### config.mk
export PLATFORM = sky130hd
export DESIGN_NAME = system_reset_test_control
export DESIGN_NICKNAME = d
export VERILOG_FILES = /design/src/design/system_reset_test_control.v
export VERILOG_INCLUDE_DIRS = /design/src /design/src/design
export SDC_FILE = /design/constraint.sdc
export NUM_CORES = 1
export LEC_CHECK = 0
export BUFFER_PORTS_ARGS = -buffer_cell sky130_fd_sc_hd__buf_2
export CORE_UTILIZATION = 40
export DETAILED_ROUTE_END_ITERATION = 16
export PLACE_DENSITY = 0.66
export SYNTH_ARGS = -nofsm -noshare
export SYNTH_HDL_FRONTEND = slang
export SYNTH_SLANG_ARGS = --single-unit
### constraint.sdc
create_clock -name i_ref_clk -period 2.2 [get_ports i_ref_clk]
set_clock_uncertainty 0.1 [all_clocks]
set_input_delay 0.22 -clock i_ref_clk [delete_from_list [all_inputs] [get_ports i_ref_clk]]
set_output_delay 0.22 -clock i_ref_clk [all_outputs]
set_load 0.005 [all_outputs]
### src/design/sys_ctrl_map.vh
/*
 * Constants for the system reset and test control block: reset hold count,
 * test-mode codes, pin fields and test access port codes.
 * Assumes inclusion by bare name from the design files.
 */
`ifndef SYS_CTRL_MAP_VH
`define SYS_CTRL_MAP_VH

// ============================================================
// Reset hold
`define HOLD_CYCLES      16383
`define HOLD_CNT_W       14

// ============================================================
// Test-select codes
`define TMODE_W          3
`define TMODE_FUNC       3'h0
`define TMODE_FLOAT      3'h3

// ============================================================
// General-purpose pins
`define GPIO_W           16
`define DLINE_W          5

// ============================================================
// Test access port
`define IR_W             2
`define IR_RESET         2'h1
`define IR_IDCODE        2'h1
`define IR_BYPASS        2'h3
`define IR_CAPTURE       2'h1
`define ID_W             32
`define ID_VALUE         32'h00000001 // Arbitrary identity value
`define TAP_W            16

`endif

### src/design/system_reset_test_control.v
/*
 * System reset and test control: core reset hold after board reset,
 * debug-freeze gating, test-mode decode, general-purpose pin register
 * with delay-line strap capture, and a boundary-scan TAP controller.
 * Assumes all inputs synchronous to i_ref_clk; the scan clock is
 * sampled as an ordinary input and must run well below i_ref_clk/2.
 */
// Notes on behaviour
// - Core stays in reset for 16383 reference clocks after board reset release.
// - Board reset is active low, asynchronous, and resets every register.
// - Debug-freeze command is blocked while the synchronised debug permit, two reference clocks behind the input, is low.
// - Sixteen general-purpose pins connect to an internal register.
// - Low five pins are captured at reset for memory delay-line setup.
// - Test code 000 is functional, 011 floats outputs, others reserved.
// - Scan port follows the standard test access port behaviour.
// - Scan reset input asynchronously resets the test logic.
// - TMS sampled on scan clock rising edge; TDI and TDO timed to it.
`timescale 1ns/1ps
`include "sys_ctrl_map.vh"

module system_reset_test_control #(
    parameter HOLD_CYCLES = `HOLD_CYCLES
) (
    // Clock and board reset
    input  wire                  i_ref_clk,
    input  wire                  i_rst_n,
    // Debug freeze
    input  wire                  i_freeze_cmd,
    input  wire                  i_debug_permit,
    output reg                   o_freeze,
    // Core reset
    output reg                   o_core_rst_n,
    // Test-select decode
    input  wire [`TMODE_W-1:0]   i_test_mode,
    output reg                   o_functional_operation,
    output reg                   o_outputs_float_mode,
    output reg                   o_reserved_mode,
    // General-purpose pins
    input  wire [`GPIO_W-1:0]    i_gpio,
    output reg  [`GPIO_W-1:0]    o_gpio,
    output reg  [`GPIO_W-1:0]    o_gpio_oe,
    input  wire [`GPIO_W-1:0]    i_gpio_drive,
    input  wire [`GPIO_W-1:0]    i_gpio_dir,
    output reg  [`GPIO_W-1:0]    o_user_param,
    output reg  [`DLINE_W-1:0]   o_memory_delay_line,
    // Scan port
    input  wire                  i_trst_n,
    input  wire                  i_tck,
    input  wire                  i_tms,
    input  wire                  i_tdi,
    output reg                   o_tdo,
    output reg                   o_tdo_oe
);

    // ============================================================
    // Core reset hold
    localparam [31:0] HOLD_LAST_W = HOLD_CYCLES - 1;
    localparam [`HOLD_CNT_W-1:0] HOLD_LAST = HOLD_LAST_W[`HOLD_CNT_W-1:0];
    reg  [`HOLD_CNT_W-1:0] hold_cnt;

    // Count reference clocks after release, then free the core
    always @(posedge i_ref_clk or negedge i_rst_n) begin
        if (!i_rst_n) begin
            hold_cnt     <= {`HOLD_CNT_W{1'b0}};
            o_core_rst_n <= 1'b0;
        end else if (!o_core_rst_n) begin
            if (hold_cnt == HOLD_LAST) begin
                o_core_rst_n <= 1'b1;
            end else begin
                hold_cnt <= hold_cnt + 1'b1;
            end
        end
    end

    // ============================================================
    // Debug permit synchroniser and freeze gate
    reg permit_meta;
    reg permit_sync;

    always @(posedge i_ref_clk or negedge i_rst_n) begin
        if (!i_rst_n) begin
            permit_meta <= 1'b0;
            permit_sync <= 1'b0;
            o_freeze    <= 1'b0;
        end else begin
            permit_meta <= i_debug_permit;
            permit_sync <= permit_meta;
            o_freeze    <= i_freeze_cmd & permit_sync & o_core_rst_n;
        end
    end

    // ============================================================
    // Test mode decode and pin register
    wire float_now = (i_test_mode == `TMODE_FLOAT);

    always @(posedge i_ref_clk or negedge i_rst_n) begin
        if (!i_rst_n) begin
            o_functional_operation <= 1'b0;
            o_outputs_float_mode   <= 1'b0;
            o_reserved_mode        <= 1'b0;
            o_gpio                 <= {`GPIO_W{1'b0}};
            o_gpio_oe              <= {`GPIO_W{1'b0}};
            o_user_param           <= {`GPIO_W{1'b0}};
            o_memory_delay_line    <= {`DLINE_W{1'b0}};
        end else begin
            o_functional_operation <= (i_test_mode == `TMODE_FUNC);
            o_outputs_float_mode   <= float_now;
            o_reserved_mode        <= (i_test_mode != `TMODE_FUNC) &&
                                      !float_now;
            o_gpio                 <= i_gpio_drive;
            o_user_param           <= i_gpio;
            if (!o_core_rst_n) begin
                // Strap pins stay undriven and are captured until release
                o_memory_delay_line <= i_gpio[`DLINE_W-1:0];
                o_gpio_oe           <= {`GPIO_W{1'b0}};
            end else if (float_now) begin
                o_gpio_oe <= {`GPIO_W{1'b0}};
            end else begin
                o_gpio_oe <= i_gpio_dir;
            end
        end
    end

    // ============================================================
    // Scan clock edge detection in the reference domain
    wire tap_rst_n = i_rst_n & i_trst_n;
    reg  tck_q;
    wire tck_rise = i_tck & ~tck_q;
    wire tck_fall = ~i_tck & tck_q;

    // ============================================================
    // TAP controller, one-hot states
    localparam [`TAP_W-1:0] S_RESET = 16'h0001;
    localparam [`TAP_W-1:0] S_IDLE  = 16'h0002;
    localparam [`TAP_W-1:0] S_SDR   = 16'h0004;
    localparam [`TAP_W-1:0] S_CDR   = 16'h0008;
    localparam [`TAP_W-1:0] S_SHDR  = 16'h0010;
    localparam [`TAP_W-1:0] S_E1DR  = 16'h0020;
    localparam [`TAP_W-1:0] S_PDR   = 16'h0040;
    localparam [`TAP_W-1:0] S_E2DR  = 16'h0080;
    localparam [`TAP_W-1:0] S_UDR   = 16'h0100;
    localparam [`TAP_W-1:0] S_SIR   = 16'h0200;
    localparam [`TAP_W-1:0] S_CIR   = 16'h0400;
    localparam [`TAP_W-1:0] S_SHIR  = 16'h0800;
    localparam [`TAP_W-1:0] S_E1IR  = 16'h1000;
    localparam [`TAP_W-1:0] S_PIR   = 16'h2000;
    localparam [`TAP_W-1:0] S_E2IR  = 16'h4000;
    localparam [`TAP_W-1:0] S_UIR   = 16'h8000;

    reg  [`TAP_W-1:0] tap;
    reg  [`TAP_W-1:0] next_tap;
    reg  [`IR_W-1:0]  ir;
    reg  [`IR_W-1:0]  ir_sh;
    reg  [`ID_W-1:0]  dr_sh;

    // Standard sixteen-state walk on TMS
    always @* begin
        case (tap)
            S_RESET: next_tap = i_tms ? S_RESET : S_IDLE;
            S_IDLE:  next_tap = i_tms ? S_SDR   : S_IDLE;
            S_SDR:   next_tap = i_tms ? S_SIR   : S_CDR;
            S_CDR:   next_tap = i_tms ? S_E1DR  : S_SHDR;
            S_SHDR:  next_tap = i_tms ? S_E1DR  : S_SHDR;
            S_E1DR:  next_tap = i_tms ? S_UDR   : S_PDR;
            S_PDR:   next_tap = i_tms ? S_E2DR  : S_PDR;
            S_E2DR:  next_tap = i_tms ? S_UDR   : S_SHDR;
            S_UDR:   next_tap = i_tms ? S_SDR   : S_IDLE;
            S_SIR:   next_tap = i_tms ? S_RESET : S_CIR;
            S_CIR:   next_tap = i_tms ? S_E1IR  : S_SHIR;
            S_SHIR:  next_tap = i_tms ? S_E1IR  : S_SHIR;
            S_E1IR:  next_tap = i_tms ? S_UIR   : S_PIR;
            S_PIR:   next_tap = i_tms ? S_E2IR  : S_PIR;
            S_E2IR:  next_tap = i_tms ? S_UIR   : S_SHIR;
            S_UIR:   next_tap = i_tms ? S_SDR   : S_IDLE;
            default: next_tap = S_RESET;
        endcase
    end

    // State, instruction and data registers advance on scan rising edge
    always @(posedge i_ref_clk or negedge tap_rst_n) begin
        if (!tap_rst_n) begin
            tck_q <= 1'b0;
            tap   <= S_RESET;
            ir    <= `IR_RESET;
            ir_sh <= {`IR_W{1'b0}};
            dr_sh <= {`ID_W{1'b0}};
        end else begin
            tck_q <= i_tck;
            if (tck_rise) begin
                tap <= next_tap;
                if (tap == S_RESET) begin
                    ir <= `IR_RESET;
                end
                if (tap == S_CIR) begin
                    ir_sh <= `IR_CAPTURE;
                end
                if (tap == S_SHIR) begin
                    ir_sh <= {i_tdi, ir_sh[`IR_W-1:1]};
                end
                if (tap == S_UIR) begin
                    ir <= ir_sh;
                end
                if (tap == S_CDR) begin
                    dr_sh <= (ir == `IR_IDCODE) ? `ID_VALUE
                                                : {`ID_W{1'b0}};
                end
                if (tap == S_SHDR) begin
                    if (ir == `IR_BYPASS) begin
                        dr_sh <= {{(`ID_W-1){1'b0}}, i_tdi};
                    end else begin
                        dr_sh <= {i_tdi, dr_sh[`ID_W-1:1]};
                    end
                end
            end
        end
    end

    // TDO launches on scan falling edge, driven only while shifting;
    // float mode drops the enable at once, it returns at the next fall
    always @(posedge i_ref_clk or negedge tap_rst_n) begin
        if (!tap_rst_n) begin
            o_tdo    <= 1'b0;
            o_tdo_oe <= 1'b0;
        end else begin
            if (tck_fall) begin
                o_tdo <= (tap == S_SHIR) ? ir_sh[0] : dr_sh[0];
            end
            if (float_now) begin
                o_tdo_oe <= 1'b0;
            end else if (tck_fall) begin
                o_tdo_oe <= (tap == S_SHIR) || (tap == S_SHDR);
            end
        end
    end

endmodule // system_reset_test_control

==> results.txt, run 1 <==
----------------------------------------------------
[Global routing]
  Total routing resource utilization after global routing ... 19.1%
  Wire length of the first global-routing pass ... between 15 and 20 mm
  Met3 capacity usage during global routing ... between 5 and 6%
  Vias in the first global route ... 3,895
  Largest net degree at the start of global routing ... 75
  Number of antenna violations at the first check in global routing ... 0
  Met2 global-route usage ... approximately a third
  Met1 capacity usage during global routing ... about a quarter
  Most used routing layer ... met2
  Sum of overflow across all layers after global routing ... 0

[Power and ir drop]
  Sequential group share of total power ... between 40 and 50%
  Cell-internal power ... roughly 4.6 mW
  Combinational cell fraction of total power ... ~9%
  Switching component of the power ... between 1 and 1.5 mW
  Power Density ... 844 nW/um^2
  Max rail drop VDD ... between 400 and 500 uV
  Switching part of the total power ... between 20% and 30%
  Leakage Power ... 3.40 nW
  Share of total power in the clock network ... 49.0%

[Yosys]
  Xor-xnor portion of the synthesized cell area ... under 10%
  Synthesized netlist cell count ... ~390
  Simple-Gate Fraction of Synth Area ... 14.9%
  Area share of fa/ha/maj cells after synthesis ... less than 1%
  Total of warnings raised by yosys ... 0
  Post-synthesis cell type count ... 49
  Library cell with the largest summed area after synthesis ... dfrtp_1
  Portion of netlist area occupied by mux cells ... under 10%
  Largest cells by area after synthesis ... dfrtp_1 (64%), a22o_1 (6.0%), xnor2_1 (3.0%)
  Count of state elements after synthesis ... about 130
  Compound-cell area share of the yosys netlist ... a little under an eighth
  Post-synth top area share ... a little under two thirds
  Synth Cell Area ... just under 5000 sq um
  Combinational family with the most area after synthesis ... simple AND/OR/NAND/NOR gates
  Register area share after synthesis ... 65.0%
  Syn nets ... around 450
  Mean cell area of the mapped netlist ... between 10 and 15 sq um

[Worst setup path]
  Stage delay of the slowest cell on the critical path ... 0.57 ns
  Largest fanout on the critical path ... 6
  CP cell instances ... or4_4 -> or4_1 -> a31oi_1 -> or4_1 -> o21ai_1
  Critical Path End Type ... flop
  Data required time of the critical path ... 2.43 ns
  Worst setup SP type ... flop
  Crit-path most repeated cell ... or4_1
  Critical path arrival ... about 2.4 ns
  Classification of the worst setup path ... reg2reg
  Critical-path top delay cell ... or4_4

[Die]
  Number of cell rows ... 40
  Vertical die dimension ... between 100 and 150 microns
  Effective utilization at floorplan ... 41.2%
  Core region area ... approximately 12,000 sq um
  Die width ... 113 microns
  DIE AREA ... about 13,000 sq um
  Io pins ... 119

[STA]
  Setup Viol. Count Final ... 0
  Unrepaired setup endpoints after global routing ... no
  Final number of hold-violating endpoints ... 0
  Highest achievable clock rate ... roughly 470 MHz
  Transition time at the pin with the least slew margin ... between 0.8 and 0.9 ns
  Final count of pins violating max slew ... 0
  Period Utilization, post-route ... a little over nine tenths
  Period minus WS final ... ~2.1 ns
  Worst slew slack as a fraction of its limit ... between 40 and 50%
  Fin Setup TNS ... 0 ns
  Final setup slack of the worst path ... 0.0751 ns

[Clock tree]
  Clock-pin slew reported for the worst setup and hold paths after clock tree synthesis ... approximately 0.060 ns
  H-tree level count ... 4
  Inserted Clock Buffers ... 17
  Clock tree from TritonCTS ... yes
  Setup Buffers After CTS ... 0
  Root buffer selected by CTS ... clkbuf_16
  Deepest clock path buffer count ... 2
  # clock sinks ... 129
  Clock network latency to the later pin of the worst-skew pair ... 0.41 ns

[Flow run]
  # Max-Cap Violations ... 0

[Placed design]
  Cell Area, Placed ... ~6000 sq um
  Half-perimeter wire length after detailed placement ... between 7 and 8 mm
  Worst setup timing slack at the placement stage ... -0.0954 ns
  Final weighted congestion in routability-driven placement ... between 0.8 and 0.9
  Number of buffers inserted by port buffering ... 118

[Route]
  Post-detailed-route DRC marker count ... 0
  Total Wirelength ... approximately 12 mm
  Antenna viol nets, final ... 0
  Routed wire length per instance ... 15.2 microns
  Number of vias per cell ... 4.93
  Iteration-0 DRC count of the detailed router ... 230
  DR pass1 iterations ... 6
  Total number of vias ... approximately 3,800

[Cells and area]
  Final net count ... roughly 650
  Final non-filler cell area ... about 7100 sq um
  Area of combinational cells with multiple inputs ... 1600 sq um
  Number of fillers in the final layout ... 955
  Fraction of the core area covered by cells at the end of the flow ... slightly below 60%
  Highest-count cells in the layout ignoring fill and taps ... dfrtp_1 (127), buf_2 (118), dlygate4sd3_1 (58), a22o_1 (34), nand2_1 (27)
  Ratio of cells with drive above 1 in the final layout ... 31.0%
  Most common cell after layout, fill and taps aside ... dfrtp_1
  Reg area ... 3230 sq um
  Area delta synth->final ... 42.0%
  Diodes inserted ... 0

[Run status]
  Run status ... completed

[Worst hold path]
  Hold WC Path Type ... in2reg

----------------------------------------------------
[path summary, 6_finish.rpt]
check / from / end / slack [ns] / cells after the start
worst max-delay path: tap[3]$_DFFE_PN0P_ / tap[0]$_DFFE_PN1P_ / 0.08 / 5
worst min-delay path: i_test_mode[1] / o_outputs_float_mode$_DFF_PN0_ / 0.04 / 3
worst max register to register: tap[3]$_DFFE_PN0P_ / tap[0]$_DFFE_PN1P_ / 0.08 / 5
worst min register to register: permit_meta$_DFF_PN0_ / permit_sync$_DFF_PN0_ / 0.26 / 0
max in group asynchronous: i_rst_n / dr_sh[12]$_DFFE_PN0P_ / 0.31 / 4
min in group asynchronous: i_trst_n / ir[0]$_DFFE_PN1P_ / 0.43 / 3
[area by class of cell]
type	instances	area share, %
Clock buffer	20	6.19
Clock inverter	12	2.61
Inverter	6	0.319
Multi-Input combinational cell	234	22.7
Sequential cell	129	45.8
Tap cell	168	2.98
Timing Repair Buffer	199	19.4
[power groups by stage]
stage          sequential (mW)  clock [mW]  combinational, mW
2_1_floorplan             2.54           0              0.220
3_3_place_gp              2.54           0              0.423
3_5_place_dp              2.55           0              0.433
4_1_cts                   2.51        2.96              0.518
5_1_grt                   2.52        3.07              0.585
6_report                  2.51        2.92              0.529
[metal layers]
metal	wire length, microns	vias up
met2	5860	105
met5	0	-
met1	5090	1882
met3	556	18
li1	-	1778
met4	172	0
[cell usage after synthesis, drive strengths merged]
cell and count:
clkbuf 14, or2 1, nand3b 2, nand4b 1, nand3 14, a311oi 1, o31ai 7, nor2b 3
or3 2, dfrtp 127, o211ai 2, nand4 11, inv 6, nor4b 3, a21oi 6, buf 8
nor3 7, o41ai 3, mux2 5, and3b 1, o221ai 1, or4 4, o21ai 10, dfstp 2
and3 3, and2 19, a31oi 2, a21o 2, nand2b 6, a2111oi 1, xnor2 17, ha 2
o22ai 2, nor2 21, a211oi 2, nor4 5, xor2 3, a22oi 1, a22o 34, mux2i 2
nand2 28
[cells by family after synthesis]
kind of cell / Yosys count
and+or+nand+nor: 131
DFF: 129
AOI/OAI and AO/OA: 74
buffers and inverters: 28
xor gates and xnor gates: 20
muxes: 7
adders and majority gates: 2
[critical path, delay by kind of cell, from the launching register on]
| kind | cells | cell delay, ns |
|---|---|---|
| AOI/OAI and AO/OA | 2 | 0.29 |
| DFF | 1 | 0.44 |
| and+or+nand+nor | 3 | 1.23 |
[metrics by stage]
stage | cells | power (mW) | hold slack (ns)
2_1_floorplan | 391 | 2.76 | -0.176
3_3_place_gp | 678 | 2.97 | 0.229
3_5_place_dp | 678 | 2.98 | 0.229
4_1_cts | 768 | 5.99 | 0.0370
5_1_grt | 768 | 6.18 | 0.0640
6_report | 768 | 5.96 | 0.0426
[state kept, by name, summed over array words and instances, names as in the netlist]
register / flops
dr_sh: 32
o_gpio: 16
o_gpio_oe: 16
o_user_param: 16
tap: 16
hold_cnt: 14
o_memory_delay_line: 5
ir: 2
ir_sh: 2
o_core_rst_n: 1
o_freeze: 1
o_functional_operation: 1
o_outputs_float_mode: 1
o_reserved_mode: 1
o_tdo: 1
o_tdo_oe: 1
permit_meta: 1
permit_sync: 1
tck_q: 1
[what timing repair did]
action / CTS / global route
resized for setup: 1 / 2
setup endpoints to repair: 9 / 2
endpoints found under the hold margin: 77 / 0
hold buffers: 58 / 0
No activity file was read; power rests on OpenSTA's default activity.
==> inputs of run 2 (changes only) <==
RECOVER_POWER = 100   (was unset)
==> results.txt, run 2 (synthesis gave the netlist of run 1 again) <==
----------------------------------------------------
[Global routing]
  Most used routing layer ... met2
  Wire length of the first global-routing pass ... 18.9 mm (unchanged)
  Met3 capacity usage during global routing ... 5.63% (unchanged)
  Met1 capacity usage during global routing ... 23.6% (unchanged)
  Number of antenna violations at the first check in global routing ... 0 (unchanged)
  Vias in the first global route ... 3,895 (unchanged)
  Largest net degree at the start of global routing ... 75 (unchanged)
  Sum of overflow across all layers after global routing ... 0 (unchanged)
  Met2 global-route usage ... 31.5% (unchanged)
  Total routing resource utilization after global routing ... 19.1% (unchanged)

[Worst setup path]
  Worst setup SP type ... flop
  Critical Path End Type ... flop
  R2R cell count ... 5 (unchanged)
  R2r startpoint ... tap[3]$_DFFE_PN0P_
  Worst-case register-to-register setup slack ... 0.07 ns (about the same)
  Destination of the worst register-to-register timing path ... tap[0]$_DFFE_PN1P_
  Classification of the worst setup path ... reg2reg
  Critical path arrival ... 2.36 ns (about the same)
  Data required time of the critical path ... 2.43 ns (about the same)
  Largest fanout on the critical path ... 6 (unchanged)

[Power and ir drop]
  Power Density ... 852 nW/um^2 (+0.90%)
  Max rail drop VDD ... 471 uV (about the same)
  Leakage Power ... 3.22 nW (-5.2%)

[Cells and area]
  Final cell count without fillers ... 768 (unchanged)
  Reg area ... 3230 sq um (unchanged)
  Area of combinational cells with multiple inputs ... 1600 sq um (unchanged)
  Max reg flops ... 32 (unchanged)
  Area delta synth->final ... 40.3%
  Register with the highest flop count ... dr_sh
  Most common cell after layout, fill and taps aside ... dfrtp_1
  Diodes inserted ... 0 (unchanged)
  Final net count ... 648 (unchanged)
  Number of fillers in the final layout ... 987 (+3.4%)
  Highest-count cells in the layout ignoring fill and taps ... dfrtp_1 (127), buf_2 (69), dlygate4sd3_1 (58), clkbuf_1 (54), a22o_1 (34)
  Ratio of cells with drive above 1 in the final layout ... 22.0% (-9.0 points)

[Die]
  Io pins ... 119 (unchanged)
  DIE AREA ... 12,900 sq um (unchanged)
  Vertical die dimension ... 113 microns (unchanged)
  Effective utilization at floorplan ... 41.2% (unchanged)
  Die width ... 113 microns (unchanged)
  Core region area ... 12,100 sq um (unchanged)
  Number of cell rows ... 40 (unchanged)

[Worst hold path]
  Launch instance of the worst min-delay path ... i_test_mode[1]
  Worst hold path endpoint ... o_outputs_float_mode$_DFF_PN0_
  Hold WC Path Type ... in2reg
  Number of instances on the worst hold path ... 3 (unchanged)

[STA]
  Final number of hold-violating endpoints ... 0 (unchanged)
  Period Utilization, post-route ... 97.0% (+0.37 points)
  Worst slew slack as a fraction of its limit ... 25.2% (-16 points)
  Unrepaired setup endpoints after global routing ... no
  Final setup slack of the worst path ... 0.0670 ns (-0.00806 ns)
  Final count of pins violating max slew ... 0 (unchanged)
  Post-Route Hold Slack ... 0.0484 ns (+0.00579 ns)
  Transition time at the pin with the least slew margin ... 1.12 ns (+0.240 ns)
  Setup Viol. Count Final ... 0 (unchanged)
  Highest achievable clock rate ... 469 MHz (-0.38%)
  Period minus WS final ... 2.13 ns (+0.00806 ns)

[Clock tree]
  Clock network latency to the later pin of the worst-skew pair ... 0.40 ns (about the same)
  Clock-pin slew reported for the worst setup and hold paths after clock tree synthesis ... 0.06 ns (about the same)
  Setup Buffers After CTS ... 0 (unchanged)
  Deepest clock path buffer count ... 2 (unchanged)
  # clock sinks ... 129 (unchanged)
  Clock tree from TritonCTS ... yes
  Inserted Clock Buffers ... 17 (unchanged)
  H-tree level count ... 4 (unchanged)
  Root buffer selected by CTS ... clkbuf_16

[Route]
  Total number of vias ... 3,808 (+0.66%)
  Antenna viol nets, final ... 0 (unchanged)
  Iteration-0 DRC count of the detailed router ... 257 (+12%)
  Total Wirelength ... 11.7 mm (+0.23%)
  DR pass1 iterations ... 5 (-1)
  Post-detailed-route DRC marker count ... 0 (unchanged)
  Routed wire length per instance ... 15.2 microns (+0.23%)
  Number of vias per cell ... 4.96 (+0.66%)

[Placed design]
  Number of buffers inserted by port buffering ... 118 (unchanged)
  Worst setup timing slack at the placement stage ... -0.0954 ns (unchanged)
  Half-perimeter wire length after detailed placement ... 7.29 mm (unchanged)
  Number of cells in the design after placement ... 678 (unchanged)
  Final weighted congestion in routability-driven placement ... 0.844 (unchanged)

[Flow run]
  # Max-Cap Violations ... 0 (unchanged)

[Run status]
  Run status ... completed

----------------------------------------------------
## run 2: changes by cell type in the layout (fill, tap and decap cells not counted), sizes merged
cell	previous run	this run
dlymetal6s2s	0	1
buf	141	87
clkbuf	20	73
## run 2: cell type report
class / instances / area share (%)
sequential: 129 / 46.3
multi-input combinational: 234 / 23.0
timing repair buffer: 199 / 18.4
clock buffer: 20 / 6.26
tap: 168 / 3.01
clock inverter: 12 / 2.64
inverter: 6 / 0.323
## run 2: how the worst max path moves through the flow
stage | startpoint | to | slack [ns] | depth (start not counted)
2_1_floorplan | tap[13]$_DFFE_PN0P_ | dr_sh[1]$_DFFE_PN0P_ | 0.002 | 8
3_3_place_gp | hold_cnt[0]$_DFFE_PN0P_ | hold_cnt[11]$_DFFE_PN0P_ | 0.02 | 7
3_5_place_dp | hold_cnt[0]$_DFFE_PN0P_ | hold_cnt[6]$_DFFE_PN0P_ | -0.1 | 7
4_1_cts | tap[3]$_DFFE_PN0P_ | tap[0]$_DFFE_PN1P_ | 0.04 | 5
5_1_grt | tap[5]$_DFFE_PN0P_ | dr_sh[14]$_DFFE_PN0P_ | 0.006 | 6
6_report | tap[3]$_DFFE_PN0P_ | tap[0]$_DFFE_PN1P_ | 0.07 | 5
## run 2: stage by stage
stage | TNS, ns | cell area, sq um | power [mW] | util (%)
floorplan | 0 | 4970 | 2.76 | -
global placement | 0 | 5840 | 2.97 | 48.4
detailed placement | -0.412 | 5840 | 2.98 | 48.4
CTS | 0 | 7050 | 5.99 | 58.5
global route | 0 | 6970 | 6.17 | 57.8
finish | 0 | 6970 | 5.94 | 57.8
## run 2: what timing repair did
item | CTS | global route
hold buffers | 58 | 0
hold endpoints to repair | 77 | 0
gates resized for setup | 1 | 2
endpoints found under the setup margin | 9 | 2
pin swaps | 0 | 0
## run 2: worst max-delay path, cell delays in order (launching register included)
cell and delay [ns]:
dfrtp_1 0.45, or4_4 0.58, or4_1 0.51, a31oi_1 0.22
or4_1 0.14, o21ai_1 0.06
## run 2: per-layer routing
metal  up-vias  wire [microns]
met5         -               0
met2       121            5860
li1       1779               -
met3        17             552
met4         0             164
met1      1891            5130
## run 2: power breakdown
| group | switching (mW) | leakage (nW) | internal, mW |
|---|---|---|---|
| Sequential | 0.0578 | 1.67 | 2.45 |
| Combinational | 0.274 | 1.25 | 0.241 |
| Clock | 1.01 | 0.295 | 1.90 |
| Total | 1.34 | 3.22 | 4.60 |
